--- src/core/nvwg_pkg.sv ---
/*
 * Constants of the write guard: register map, bits, keys, row layout.
 * Assumes one 200 MHz clock and an 8-bit register port.
 */
package nvwg_pkg;
    // Register port.
    localparam int          DATA_W       = 8;
    localparam int          RADDR_W      = 3;
    localparam logic [2:0]  OFF_ADDR_LOW = 3'h0;
    localparam logic [2:0]  OFF_ADDR_HIGH = 3'h1;
    localparam logic [2:0]  OFF_DATA_LOW = 3'h2;
    localparam logic [2:0]  OFF_DATA_HIGH = 3'h3;
    localparam logic [2:0]  OFF_CONTROL  = 3'h4;
    localparam logic [2:0]  OFF_KEY      = 3'h5;
    localparam logic [2:0]  OFF_STATUS   = 3'h6;

    // Control register bit positions.
    localparam int          CB_READ      = 0;
    localparam int          CB_START     = 1;
    localparam int          CB_PERMIT    = 2;
    localparam int          CB_ABORT     = 3;
    localparam int          CB_LATCH_ONLY = 4;
    localparam int          CB_ROW_ERASE = 5;
    localparam int          CB_CFG_SPACE = 6;
    localparam int          CB_PROG_SPACE = 7;

    // Status register bit positions.
    localparam int          SB_DONE      = 0;
    localparam int          SB_LOCKOUT   = 1;
    localparam int          SB_BUSY      = 2;

    // Unlock key values, in order.
    localparam logic [7:0]  KEY_FIRST    = 8'h55;
    localparam logic [7:0]  KEY_SECOND   = 8'hAA;

    // Flash word, address and row layout.
    localparam int          WORD_W       = 14;
    localparam int          HIGH_W       = 6;
    localparam int          AHIGH_W      = 7;
    localparam int          PADDR_W      = 15;
    localparam int          ROW_WORDS    = 32;
    localparam int          ROW_IDX_W    = 5;
    localparam logic [13:0] LATCH_ERASED = 14'h3FFF;
    localparam logic [4:0]  ROW_BASE     = 5'h00;

    // Protection codes and bounds.
    localparam logic [1:0]  WP_NONE      = 2'h3;
    localparam logic [1:0]  WP_LOW       = 2'h2;
    localparam logic [1:0]  WP_HALF      = 2'h1;
    localparam logic [14:0] WP_LOW_END   = 15'h01FF;
    localparam logic [14:0] WP_HALF_END  = 15'h0FFF;

    // Power-up timer.
    localparam int          CLK_KHZ      = 200000;
    localparam int          PWRT_MS      = 64;
    localparam int          PWRT_CYCLES  = PWRT_MS * CLK_KHZ;
    localparam int          PWRT_W       = 24;

    // Sequencer and key states.
    typedef enum logic [2:0] {
        NVWG_IDLE, NVWG_RD_SLOT, NVWG_RD_CAP, NVWG_WR_BUSY
    } nvwg_state_e;
    typedef enum logic [1:0] {
        NVWG_KEY_NONE, NVWG_KEY_HALF, NVWG_KEY_FULL
    } nvwg_key_e;
endpackage

--- src/core/nvwg_top.sv ---
/*
 * Write guard: registers, unlock key, lockout, protection, sequencer.
 * Assumes same-clock arrays that answer reads at once and pulse mem_done.
 */
// Contract
// - Reset clears write permission.
// - Power-up lockout blocks writes.
// - Write needs permit and key.
// - Zero data fuse refuses programmer data access.
// - CPU access survives protection.
// - Flash rows erased whole.
// - Protected segments reject flash operations.
// - Hidden latches loaded through data pair.
// - Rows and latches: 32 aligned words.
// - Erased row programmable in parts.
// - Hardware clears start bits.
// - Start needs permit; no later abort.
// - Array write end sets done flag; latch-only loads do not.
// - Reset during write sets abort.
`timescale 1ns/1ps
`default_nettype none
module nvwg_top #(
    parameter int unsigned PWRT_CYCLES = nvwg_pkg::PWRT_CYCLES
) (
    // Clock and reset.
    input  wire logic                            clock,
    input  wire logic                            reset_n,
    // Register port.
    input  wire logic [nvwg_pkg::RADDR_W-1:0]    reg_addr,
    input  wire logic [nvwg_pkg::DATA_W-1:0]     reg_wdata,
    input  wire logic                            reg_we,
    input  wire logic                            reg_re,
    output logic      [nvwg_pkg::DATA_W-1:0]     reg_rdata,
    // Configuration pins.
    input  wire logic                            data_protect_fuse,
    input  wire logic                            code_protect_fuse,
    input  wire logic [1:0]                      self_write_protect_field,
    // External programmer.
    input  wire logic                            ext_data_req,
    input  wire logic                            ext_prog_req,
    output logic                                 ext_data_grant,
    output logic                                 ext_prog_grant,
    // Instruction fetch.
    input  wire logic                            fetch_slot,
    output logic                                 force_nop,
    // Array side.
    input  wire logic [nvwg_pkg::WORD_W-1:0]     mem_rdata,
    input  wire logic                            mem_done,
    input  wire logic                            mem_write_broken,
    input  wire logic [nvwg_pkg::ROW_IDX_W-1:0]  latch_rd_index,
    output logic      [nvwg_pkg::WORD_W-1:0]     latch_rd_data,
    output logic      [nvwg_pkg::PADDR_W-1:0]    mem_addr,
    output logic      [1:0]                      mem_space,
    output logic      [nvwg_pkg::DATA_W-1:0]     mem_wdata,
    output logic                                 mem_read,
    output logic                                 mem_byte_write,
    output logic                                 mem_erase_row,
    output logic                                 mem_prog_row
);
    // Registers of the programmer's model.
    logic [7:0] addr_lo_q, addr_lo_d, dat_lo_q, dat_lo_d;
    logic [6:0] addr_hi_q, addr_hi_d;
    logic [5:0] dat_hi_q, dat_hi_d;
    logic       pgd_q, pgd_d, config_space_select_q, config_space_select_d, lwlo_q, lwlo_d;
    logic       free_q, free_d, write_permit_q, write_permit_d;
    logic       wr_q, wr_d, rd_q, rd_d, abort_q, abort_d, done_q, done_d;
    logic       armed_q, armed_d;
    logic [7:0] rdata_d;
    nvwg_pkg::nvwg_state_e st_q, st_d;
    nvwg_pkg::nvwg_key_e   key_q, key_d;
    logic [nvwg_pkg::PWRT_W-1:0] pwrt_q, pwrt_d;
    logic       lock_q, lock_d;
    logic [4:0] sync1_q, sync2_q;
    logic       code_sync1_q, code_sync2_q, code_protect_q;
    logic       grant_d_d, grant_p_d;
    logic       rdm_d, bw_d, er_d, pr_d, nop_d;
    logic [14:0] maddr_d;
    logic       latch_load, latch_clear;
    logic       ctrl_we, key_we, start_req, start_ok, prot_hit, prog_sp;
    logic [14:0] full_addr;

    // Write latches.
    nvwg_latch u_latch (
        .clock      (clock),
        .reset_n    (reset_n),
        .load       (latch_load),
        .load_index (addr_lo_q[nvwg_pkg::ROW_IDX_W-1:0]),
        .load_data  ({dat_hi_q, dat_lo_q}),
        .clear      (latch_clear),
        .rd_index   (latch_rd_index),
        .rd_data    (latch_rd_data)
    );

    // Two-flop synchroniser for the pins.
    always_ff @(posedge clock or negedge reset_n) begin
        if (!reset_n) begin
            sync1_q <= 5'h00;
            sync2_q <= 5'h00;
        end else begin
            sync1_q <= {ext_prog_req, ext_data_req, self_write_protect_field,
                        data_protect_fuse};
            sync2_q <= sync1_q;
        end
    end

    // Programmer gates; a zero fuse refuses.
    always_comb begin
        grant_d_d = sync2_q[3] && sync2_q[0];
        grant_p_d = sync2_q[4] && code_protect_q;
    end

    // Decode helpers.
    always_comb begin
        ctrl_we   = reg_we && reg_addr == nvwg_pkg::OFF_CONTROL;
        key_we    = reg_we && reg_addr == nvwg_pkg::OFF_KEY;
        start_req = ctrl_we && reg_wdata[nvwg_pkg::CB_START];
        prog_sp   = pgd_q || config_space_select_q;
        full_addr = {addr_hi_q, addr_lo_q};
        unique case (sync2_q[2:1])
            nvwg_pkg::WP_NONE: prot_hit = 1'b0;
            nvwg_pkg::WP_LOW:  prot_hit = full_addr <= nvwg_pkg::WP_LOW_END;
            nvwg_pkg::WP_HALF: prot_hit = full_addr <= nvwg_pkg::WP_HALF_END;
            default:           prot_hit = 1'b1;
        endcase
        prot_hit = prot_hit && pgd_q && !config_space_select_q;
        start_ok = start_req && key_q == nvwg_pkg::NVWG_KEY_FULL
                   && write_permit_q && !lock_q
                   && st_q == nvwg_pkg::NVWG_IDLE && !rd_q && !wr_q
                   && !prot_hit;
    end

    // Unlock key tracker.
    always_comb begin
        key_d = key_q;
        if (reg_we || reg_re) begin
            key_d = nvwg_pkg::NVWG_KEY_NONE;
            if (key_we && reg_wdata == nvwg_pkg::KEY_FIRST) begin
                key_d = nvwg_pkg::NVWG_KEY_HALF;
            end
            if (key_we && reg_wdata == nvwg_pkg::KEY_SECOND &&
                key_q == nvwg_pkg::NVWG_KEY_HALF) begin
                key_d = nvwg_pkg::NVWG_KEY_FULL;
            end
        end
    end
    always_ff @(posedge clock or negedge reset_n) begin
        if (!reset_n) begin
            key_q <= nvwg_pkg::NVWG_KEY_NONE;
        end else begin
            key_q <= key_d;
        end
    end

    // Power-up lockout timer.
    always_comb begin
        pwrt_d = pwrt_q;
        lock_d = lock_q;
        if (lock_q) begin
            if (pwrt_q == nvwg_pkg::PWRT_W'(PWRT_CYCLES - 1)) begin
                lock_d = 1'b0;
            end else begin
                pwrt_d = pwrt_q + 1'b1;
            end
        end
    end
    always_ff @(posedge clock or negedge reset_n) begin
        if (!reset_n) begin
            pwrt_q <= '0;
            lock_q <= 1'b1;
        end else begin
            pwrt_q <= pwrt_d;
            lock_q <= lock_d;
        end
    end

    // Sequencer and register file next values.
    always_comb begin
        addr_lo_d = addr_lo_q;
        addr_hi_d = addr_hi_q;
        dat_lo_d  = dat_lo_q;
        dat_hi_d  = dat_hi_q;
        pgd_d = pgd_q;
        config_space_select_d = config_space_select_q;
        lwlo_d = lwlo_q;
        free_d = free_q;
        write_permit_d = write_permit_q;
        wr_d = wr_q;
        rd_d = rd_q;
        abort_d = abort_q;
        done_d = done_q;
        armed_d = 1'b1;
        st_d = st_q;
        rdm_d = 1'b0;
        bw_d = 1'b0;
        er_d = 1'b0;
        pr_d = 1'b0;
        nop_d = 1'b0;
        latch_load = 1'b0;
        latch_clear = 1'b0;
        // Software writes.
        if (reg_we) begin
            unique case (reg_addr)
                nvwg_pkg::OFF_ADDR_LOW:  addr_lo_d = reg_wdata;
                nvwg_pkg::OFF_ADDR_HIGH: addr_hi_d = reg_wdata[6:0];
                nvwg_pkg::OFF_DATA_LOW:  dat_lo_d = reg_wdata;
                nvwg_pkg::OFF_DATA_HIGH: dat_hi_d = reg_wdata[5:0];
                nvwg_pkg::OFF_STATUS: begin
                    if (!reg_wdata[nvwg_pkg::SB_DONE]) begin
                        done_d = 1'b0;
                    end
                end
                nvwg_pkg::OFF_CONTROL: begin
                    write_permit_d  = reg_wdata[nvwg_pkg::CB_PERMIT];
                    abort_d = reg_wdata[nvwg_pkg::CB_ABORT];
                    if (st_q == nvwg_pkg::NVWG_IDLE && !wr_q && !rd_q) begin
                        pgd_d  = reg_wdata[nvwg_pkg::CB_PROG_SPACE];
                        config_space_select_d = reg_wdata[nvwg_pkg::CB_CFG_SPACE];
                        lwlo_d = reg_wdata[nvwg_pkg::CB_LATCH_ONLY];
                        free_d = reg_wdata[nvwg_pkg::CB_ROW_ERASE];
                        // Zeros written to the start bits are ignored.
                        rd_d = reg_wdata[nvwg_pkg::CB_READ] &&
                               !reg_wdata[nvwg_pkg::CB_START];
                    end
                    if (start_ok) begin
                        wr_d = 1'b1;
                    end
                end
                default: ;
            endcase
        end
        // Report a write cut by reset.
        if (!armed_q && mem_write_broken) begin
            abort_d = 1'b1;
        end
        unique case (st_q)
            nvwg_pkg::NVWG_IDLE: begin
                if (rd_q && prog_sp) begin
                    st_d = nvwg_pkg::NVWG_RD_SLOT;
                end else if (rd_q) begin
                    rdm_d = 1'b1;
                    st_d = nvwg_pkg::NVWG_RD_CAP;
                end else if (wr_q && !prog_sp) begin
                    bw_d = 1'b1;
                    st_d = nvwg_pkg::NVWG_WR_BUSY;
                end else if (wr_q && free_q) begin
                    er_d = 1'b1;
                    st_d = nvwg_pkg::NVWG_WR_BUSY;
                end else if (wr_q && lwlo_q) begin
                    latch_load = 1'b1;
                    wr_d = 1'b0;
                end else if (wr_q) begin
                    latch_load = 1'b1;
                    pr_d = 1'b1;
                    st_d = nvwg_pkg::NVWG_WR_BUSY;
                end
            end
            nvwg_pkg::NVWG_RD_SLOT: begin
                if (fetch_slot) begin
                    rdm_d = 1'b1;
                    nop_d = 1'b1;
                    st_d = nvwg_pkg::NVWG_RD_CAP;
                end
            end
            nvwg_pkg::NVWG_RD_CAP: begin
                dat_lo_d = mem_rdata[7:0];
                if (prog_sp) begin
                    dat_hi_d = mem_rdata[13:8];
                end
                rd_d = 1'b0;
                st_d = nvwg_pkg::NVWG_IDLE;
            end
            nvwg_pkg::NVWG_WR_BUSY: begin
                // Dropping permission here does not stop the cycle.
                if (mem_done) begin
                    wr_d = 1'b0;
                    done_d = 1'b1;
                    free_d = 1'b0;
                    latch_clear = prog_sp && !free_q;
                    st_d = nvwg_pkg::NVWG_IDLE;
                end
            end
            default: st_d = nvwg_pkg::NVWG_IDLE;
        endcase
        // Row operations use the row base.
        maddr_d = full_addr;
        if (prog_sp && (free_q || !lwlo_q)) begin
            maddr_d[4:0] = nvwg_pkg::ROW_BASE;
        end
    end

    // Read data, answered one cycle after the read strobe.
    always_comb begin
        rdata_d = 8'h00;
        if (reg_re) begin
            unique case (reg_addr)
                nvwg_pkg::OFF_ADDR_LOW:  rdata_d = addr_lo_q;
                nvwg_pkg::OFF_ADDR_HIGH: rdata_d = {1'b0, addr_hi_q};
                nvwg_pkg::OFF_DATA_LOW:  rdata_d = dat_lo_q;
                nvwg_pkg::OFF_DATA_HIGH: rdata_d = {2'h0, dat_hi_q};
                nvwg_pkg::OFF_CONTROL:   rdata_d = {pgd_q, config_space_select_q, free_q,
                    lwlo_q, abort_q, write_permit_q, wr_q, rd_q};
                nvwg_pkg::OFF_STATUS:    rdata_d = {5'h00,
                    st_q != nvwg_pkg::NVWG_IDLE, lock_q, done_q};
                default:                 rdata_d = 8'h00;
            endcase
        end
    end

    // State and output flops.
    always_ff @(posedge clock or negedge reset_n) begin
        if (!reset_n) begin
            addr_lo_q <= 8'h00;
            addr_hi_q <= 7'h00;
            dat_lo_q <= 8'h00;
            dat_hi_q <= 6'h00;
            pgd_q <= 1'b0;
            config_space_select_q <= 1'b0;
            lwlo_q <= 1'b0;
            free_q <= 1'b0;
            write_permit_q <= 1'b0;
            wr_q <= 1'b0;
            rd_q <= 1'b0;
            abort_q <= 1'b0;
            done_q <= 1'b0;
            armed_q <= 1'b0;
            st_q <= nvwg_pkg::NVWG_IDLE;
            reg_rdata <= 8'h00;
            ext_data_grant <= 1'b0;
            ext_prog_grant <= 1'b0;
            force_nop <= 1'b0;
            mem_addr <= 15'h0000;
            mem_space <= 2'h0;
            mem_wdata <= 8'h00;
            mem_read <= 1'b0;
            mem_byte_write <= 1'b0;
            mem_erase_row <= 1'b0;
            mem_prog_row <= 1'b0;
            code_protect_q <= 1'b0;
        end else begin
            addr_lo_q <= addr_lo_d;
            addr_hi_q <= addr_hi_d;
            dat_lo_q <= dat_lo_d;
            dat_hi_q <= dat_hi_d;
            pgd_q <= pgd_d;
            config_space_select_q <= config_space_select_d;
            lwlo_q <= lwlo_d;
            free_q <= free_d;
            write_permit_q <= write_permit_d;
            wr_q <= wr_d;
            rd_q <= rd_d;
            abort_q <= abort_d;
            done_q <= done_d;
            armed_q <= armed_d;
            st_q <= st_d;
            reg_rdata <= rdata_d;
            ext_data_grant <= grant_d_d;
            ext_prog_grant <= grant_p_d;
            force_nop <= nop_d;
            mem_addr <= maddr_d;
            mem_space <= {config_space_select_q, pgd_q};
            mem_wdata <= dat_lo_q;
            mem_read <= rdm_d;
            mem_byte_write <= bw_d;
            mem_erase_row <= er_d;
            mem_prog_row <= pr_d;
            code_protect_q <= code_sync2_q;
        end
    end

    // Code fuse synchroniser.
    always_ff @(posedge clock or negedge reset_n) begin
        if (!reset_n) begin
            code_sync1_q <= 1'b0;
            code_sync2_q <= 1'b0;
        end else begin
            code_sync1_q <= code_protect_fuse;
            code_sync2_q <= code_sync1_q;
        end
    end
endmodule
`default_nettype wire

--- src/core/nvwg_latch.sv ---
/*
 * Flash write latches: one word per row slot, loaded by index.
 * Assumes load and clear come from the guard on the same clock.
 */
`timescale 1ns/1ps
`default_nettype none
module nvwg_latch (
    // Clock and reset.
    input  wire logic                          clock,
    input  wire logic                          reset_n,
    // Load and clear.
    input  wire logic                          load,
    input  wire logic [nvwg_pkg::ROW_IDX_W-1:0] load_index,
    input  wire logic [nvwg_pkg::WORD_W-1:0]   load_data,
    input  wire logic                          clear,
    // Read port toward the array.
    input  wire logic [nvwg_pkg::ROW_IDX_W-1:0] rd_index,
    output logic      [nvwg_pkg::WORD_W-1:0]   rd_data
);
    logic [nvwg_pkg::WORD_W-1:0] word_q [nvwg_pkg::ROW_WORDS];
    logic [nvwg_pkg::WORD_W-1:0] word_d [nvwg_pkg::ROW_WORDS];
    logic [nvwg_pkg::WORD_W-1:0] rd_d;

    // Latches reachable only through load, clear and the read port.
    genvar i;
    generate
        for (i = 0; i < nvwg_pkg::ROW_WORDS; i++) begin : g_word
            always_comb begin
                word_d[i] = word_q[i];
                if (clear) begin
                    word_d[i] = nvwg_pkg::LATCH_ERASED;
                end else if (load &&
                             load_index == nvwg_pkg::ROW_IDX_W'(i)) begin
                    // Only the indexed latch takes the word.
                    word_d[i] = load_data;
                end
            end
            always_ff @(posedge clock or negedge reset_n) begin
                if (!reset_n) begin
                    word_q[i] <= nvwg_pkg::LATCH_ERASED;
                end else begin
                    word_q[i] <= word_d[i];
                end
            end
        end
    endgenerate

    // Registered read of the indexed latch.
    always_comb begin
        rd_d = word_q[rd_index];
    end
    always_ff @(posedge clock or negedge reset_n) begin
        if (!reset_n) begin
            rd_data <= nvwg_pkg::LATCH_ERASED;
        end else begin
            rd_data <= rd_d;
        end
    end
endmodule
`default_nettype wire

--- config.mk ---
export PLATFORM = sky130hd
export DESIGN_NAME = nvwg_top
export DESIGN_NICKNAME = d
export VERILOG_FILES = /design/src/core/nvwg_pkg.sv /design/src/core/nvwg_top.sv /design/src/core/nvwg_latch.sv
export SDC_FILE = /design/constraint.sdc
export NUM_CORES = 1
export LEC_CHECK = 0
export BUFFER_PORTS_ARGS = -buffer_cell sky130_fd_sc_hd__buf_2
export CAP_MARGIN = 20
export CORE_MARGIN = 2
export CORE_UTILIZATION = 50
export CTS_CLUSTER_SIZE = 8
export DETAILED_ROUTE_END_ITERATION = 8
export PLACE_DENSITY_LB_ADDON = 0.1
export RECOVER_POWER = 25
export SYNTH_ARGS = -nofsm -noshare
export SYNTH_HDL_FRONTEND = slang
export SYNTH_SLANG_ARGS = --single-unit
--- constraint.sdc ---
create_clock -name clock -period 3 [get_ports clock]
set_input_delay 0.6 -clock clock [delete_from_list [all_inputs] [get_ports clock]]
set_output_delay 0.6 -clock clock [all_outputs]
set_load 0.005 [all_outputs]
==> metrics <==
routability cong. 0.833; number of remaining DRC errors 0; Final Max Slew Viols 0; Die Span X between 200 and 250 um; Seq cells post-synth 583; critical path startpoint category flip-flop; vias in the first global route 18700; final wirelength 71600 um; status finished, final reports clean; clk_lat worst skew a little over 600 ps; Setup violations, final 0; final period utilization 84.8%; RSZ-0062 raised after global routing false; Max clock buf depth 3; Worst-Margin Slew 1310 ps; gr ovfl total 0; most common cell in the synthesized netlist dfstp_2; register area share after synthesis 57.9%; pwr dens 1080 nW/um2; TNS Setup 0 ps; FP Rows 83; post-DR vias/cell 6.19; Routed WL per cell 24.1 um; Leak 11.3 nW; vias 18400; Max-cap violations 0; area leader, netlist dfstp_2; Worst R2R Setup Slack 460 ps; fin util 57.5%; Mean Syn Cell Area 11.9 um2; critical setup path kind flip-flop to flip-flop; area grow syn2layout 13.1%; antenna diode count 0; CTS H-tree depth 3; Max Fclk 393 MHz; final net count 2313; pin count of the biggest net entering global routing 136; share of cells above drive strength 1 40.7%; Initial Utilization about 50%; xor-xnor portion of the synthesized cell area 0.635%; Synth Area in Compound Gates 11.0%; post-synth top area share a little under half; largest family of logic cells by synthesized area simple AND/OR/NAND/NOR gates; number of synthesized flops with an enable pin 0; Post-Synth Simple-Gate Area 14.1%; Req. time, crit path 3530 ps; Post-Synth Adder-Cell Area 0.239%; Worst Setup SP st_q[1]; Rel. slew slack 12.8%; die height 233 um; Pwr Total 0.0321 W; CTS clk-pin slew, worst paths 50 ps; drt first-iter violations about 1600; initial antenna violation count 0; Crit. End Element flip-flop; Setup Skew 23.4 ps; # clock sinks around 580; Final Non-Filler Cells 2971; # IOs 97; min Tclk post-route 2540 ps; final hold slack ~100 ps; Synth Cell Area 26200 um2; die area 54200 um2; syn_nets 2257; Hold WC Path Type input pin to flip-flop; Hold Path Origin self_write_protect_field[0]; CTS tree built; Synth top cells by count 463 x dfstp_2, 458 x a21oi_1, 455 x nor3_1; DP Cell Count 2860; # port buffers 96; Syn. warnings 0; worst r2r src st_q[1]; CTS Buf Count slightly above 80; first-pass GRT wire length between 100000 and 150000 um; Max VDD drop around 0.60 mV; Arrival @ worst endpoint ~3100 ps; gr usage total 27.2%; Async SR Flop Fraction 100%; HPWL Detailed ~44000 um; Cells after Synth roughly 2200; Root Buffer clkbuf_16; core box area 51500 um2; CP Max Fanout 28; post-synthesis mux area share 11.9%; dominant synthesized flop cell dfstp_2; Final ANT Viol Nets 0; First-pass DRT Iterations 5; Synth area leaders dfstp_2 46%, dfrtp_1 11%, mux4_2 10%, a21oi_1 8.7%, nor3_1 8.7%; synth unique cells 69; Final Hold Viols 0
## critical path, stage by stage, from the launching register on
cell	delay [ps]
dfrtp_1	420
inv_1	100
ha_1	270
and3b_1	450
nand4_4	290
nor2_4	660
nor3_1	100
a21oi_1	160
## through the flow
stage / setup WS, ps / instance area (um2)
after floorplan: 1060 / 26200
after global placement: 440 / 27400
after detailed placement: 446 / 27400
after CTS: 460 / 29700
after global routing: 303 / 29600
final: 456 / 29600
## layer usage
layer / wire length, um / track usage, % / share of wire (%)
met5: 0 / 0 / 0
met4: 1770 / 9.12 / 2.5
met3: 3540 / 4.28 / 4.9
met2: 35100 / 44.0 / 49
met1: 31200 / 37.6 / 44
## registers in the layout (all words and copies together) (netlist names), 2 cells and up
| name | count |
|---|---|
| pwrt_q | 24 |
| sync1_q | 5 |
| mem_wdata | 8 |
| addr_lo_q | 8 |
| u_latch.rd_data | 14 |
| mem_addr | 15 |
| sync2_q | 5 |
| reg_rdata | 8 |
| dat_lo_q | 8 |
| key_q | 2 |
| mem_space | 2 |
| dat_hi_q | 6 |
| u_latch.word_q | 448 |
| addr_hi_q | 7 |
| st_q | 2 |
## where the power goes
| group | internal (W) | total [W] | leakage [nW] | switching, W |
|---|---|---|---|---|
| clock | 0.00524 | 0.00851 | 1.12 | 0.00326 |
| sequential | 0.0131 | 0.0150 | 6.40 | 0.00190 |
| combinational | 0.00392 | 0.00859 | 3.76 | 0.00466 |
## logic make-up (layout without fill, tap and decap cells)
group,after synthesis,in the layout
AND/OR/NAND/NOR,671,671
buffers and inverters,219,301
multiplexers,162,162
other,1,1
adder cells (fa/ha/maj),5,5
AO/OA/AOI/OAI,549,549
XOR/XNOR,19,19
flip-flops,583,583
## worst paths after layout
check,end,cells after the start
setup reg to reg,u_latch.word_q[264],7
hold / removal,sync1_q[1],1
max in group asynchronous,u_latch.word_q[96],3
hold reg to reg,code_protect_q,0
min in group asynchronous,ext_data_grant,2
setup / recovery,u_latch.word_q[264],7
## layout make-up
| class | instances | area [um2] |
|---|---|---|
| clock buffers | 110 | 2310 |
| fillers | 4330 | 21900 |
| repair buffers | 184 | 1340 |
| well taps | 680 | 851 |
| multi-input cells | 1407 | 9950 |
| inverters | 7 | 26.3 |
| flip-flops and latches | 583 | 15200 |
## timing repair
item | 4_1_cts | 5_1_grt
hold buffers | 1 | 0
resized for setup | 0 | 0
buffers inserted | 0 | 0
hold endpoints to repair | 5 | 0
## placed cells by master (no fill, tap or decap), drive strengths merged, types with 5 or more instances in the layout
master and instances:
dfrtp 120, mux2 20, nand4 6, xnor2 11, ha 5, buf 176
xor2 8, o22ai 57, nand3 18, inv 7, nand3b 10, nor4 19
mux4 117, nor3 457, nand2 34, a31oi 5, nor2 70, nor2b 15
o21ai 15, dfstp 463, mux2i 25, and3 6, a21oi 459, and2 6
clkbuf 117
Power figures use the tool's default switching activity.
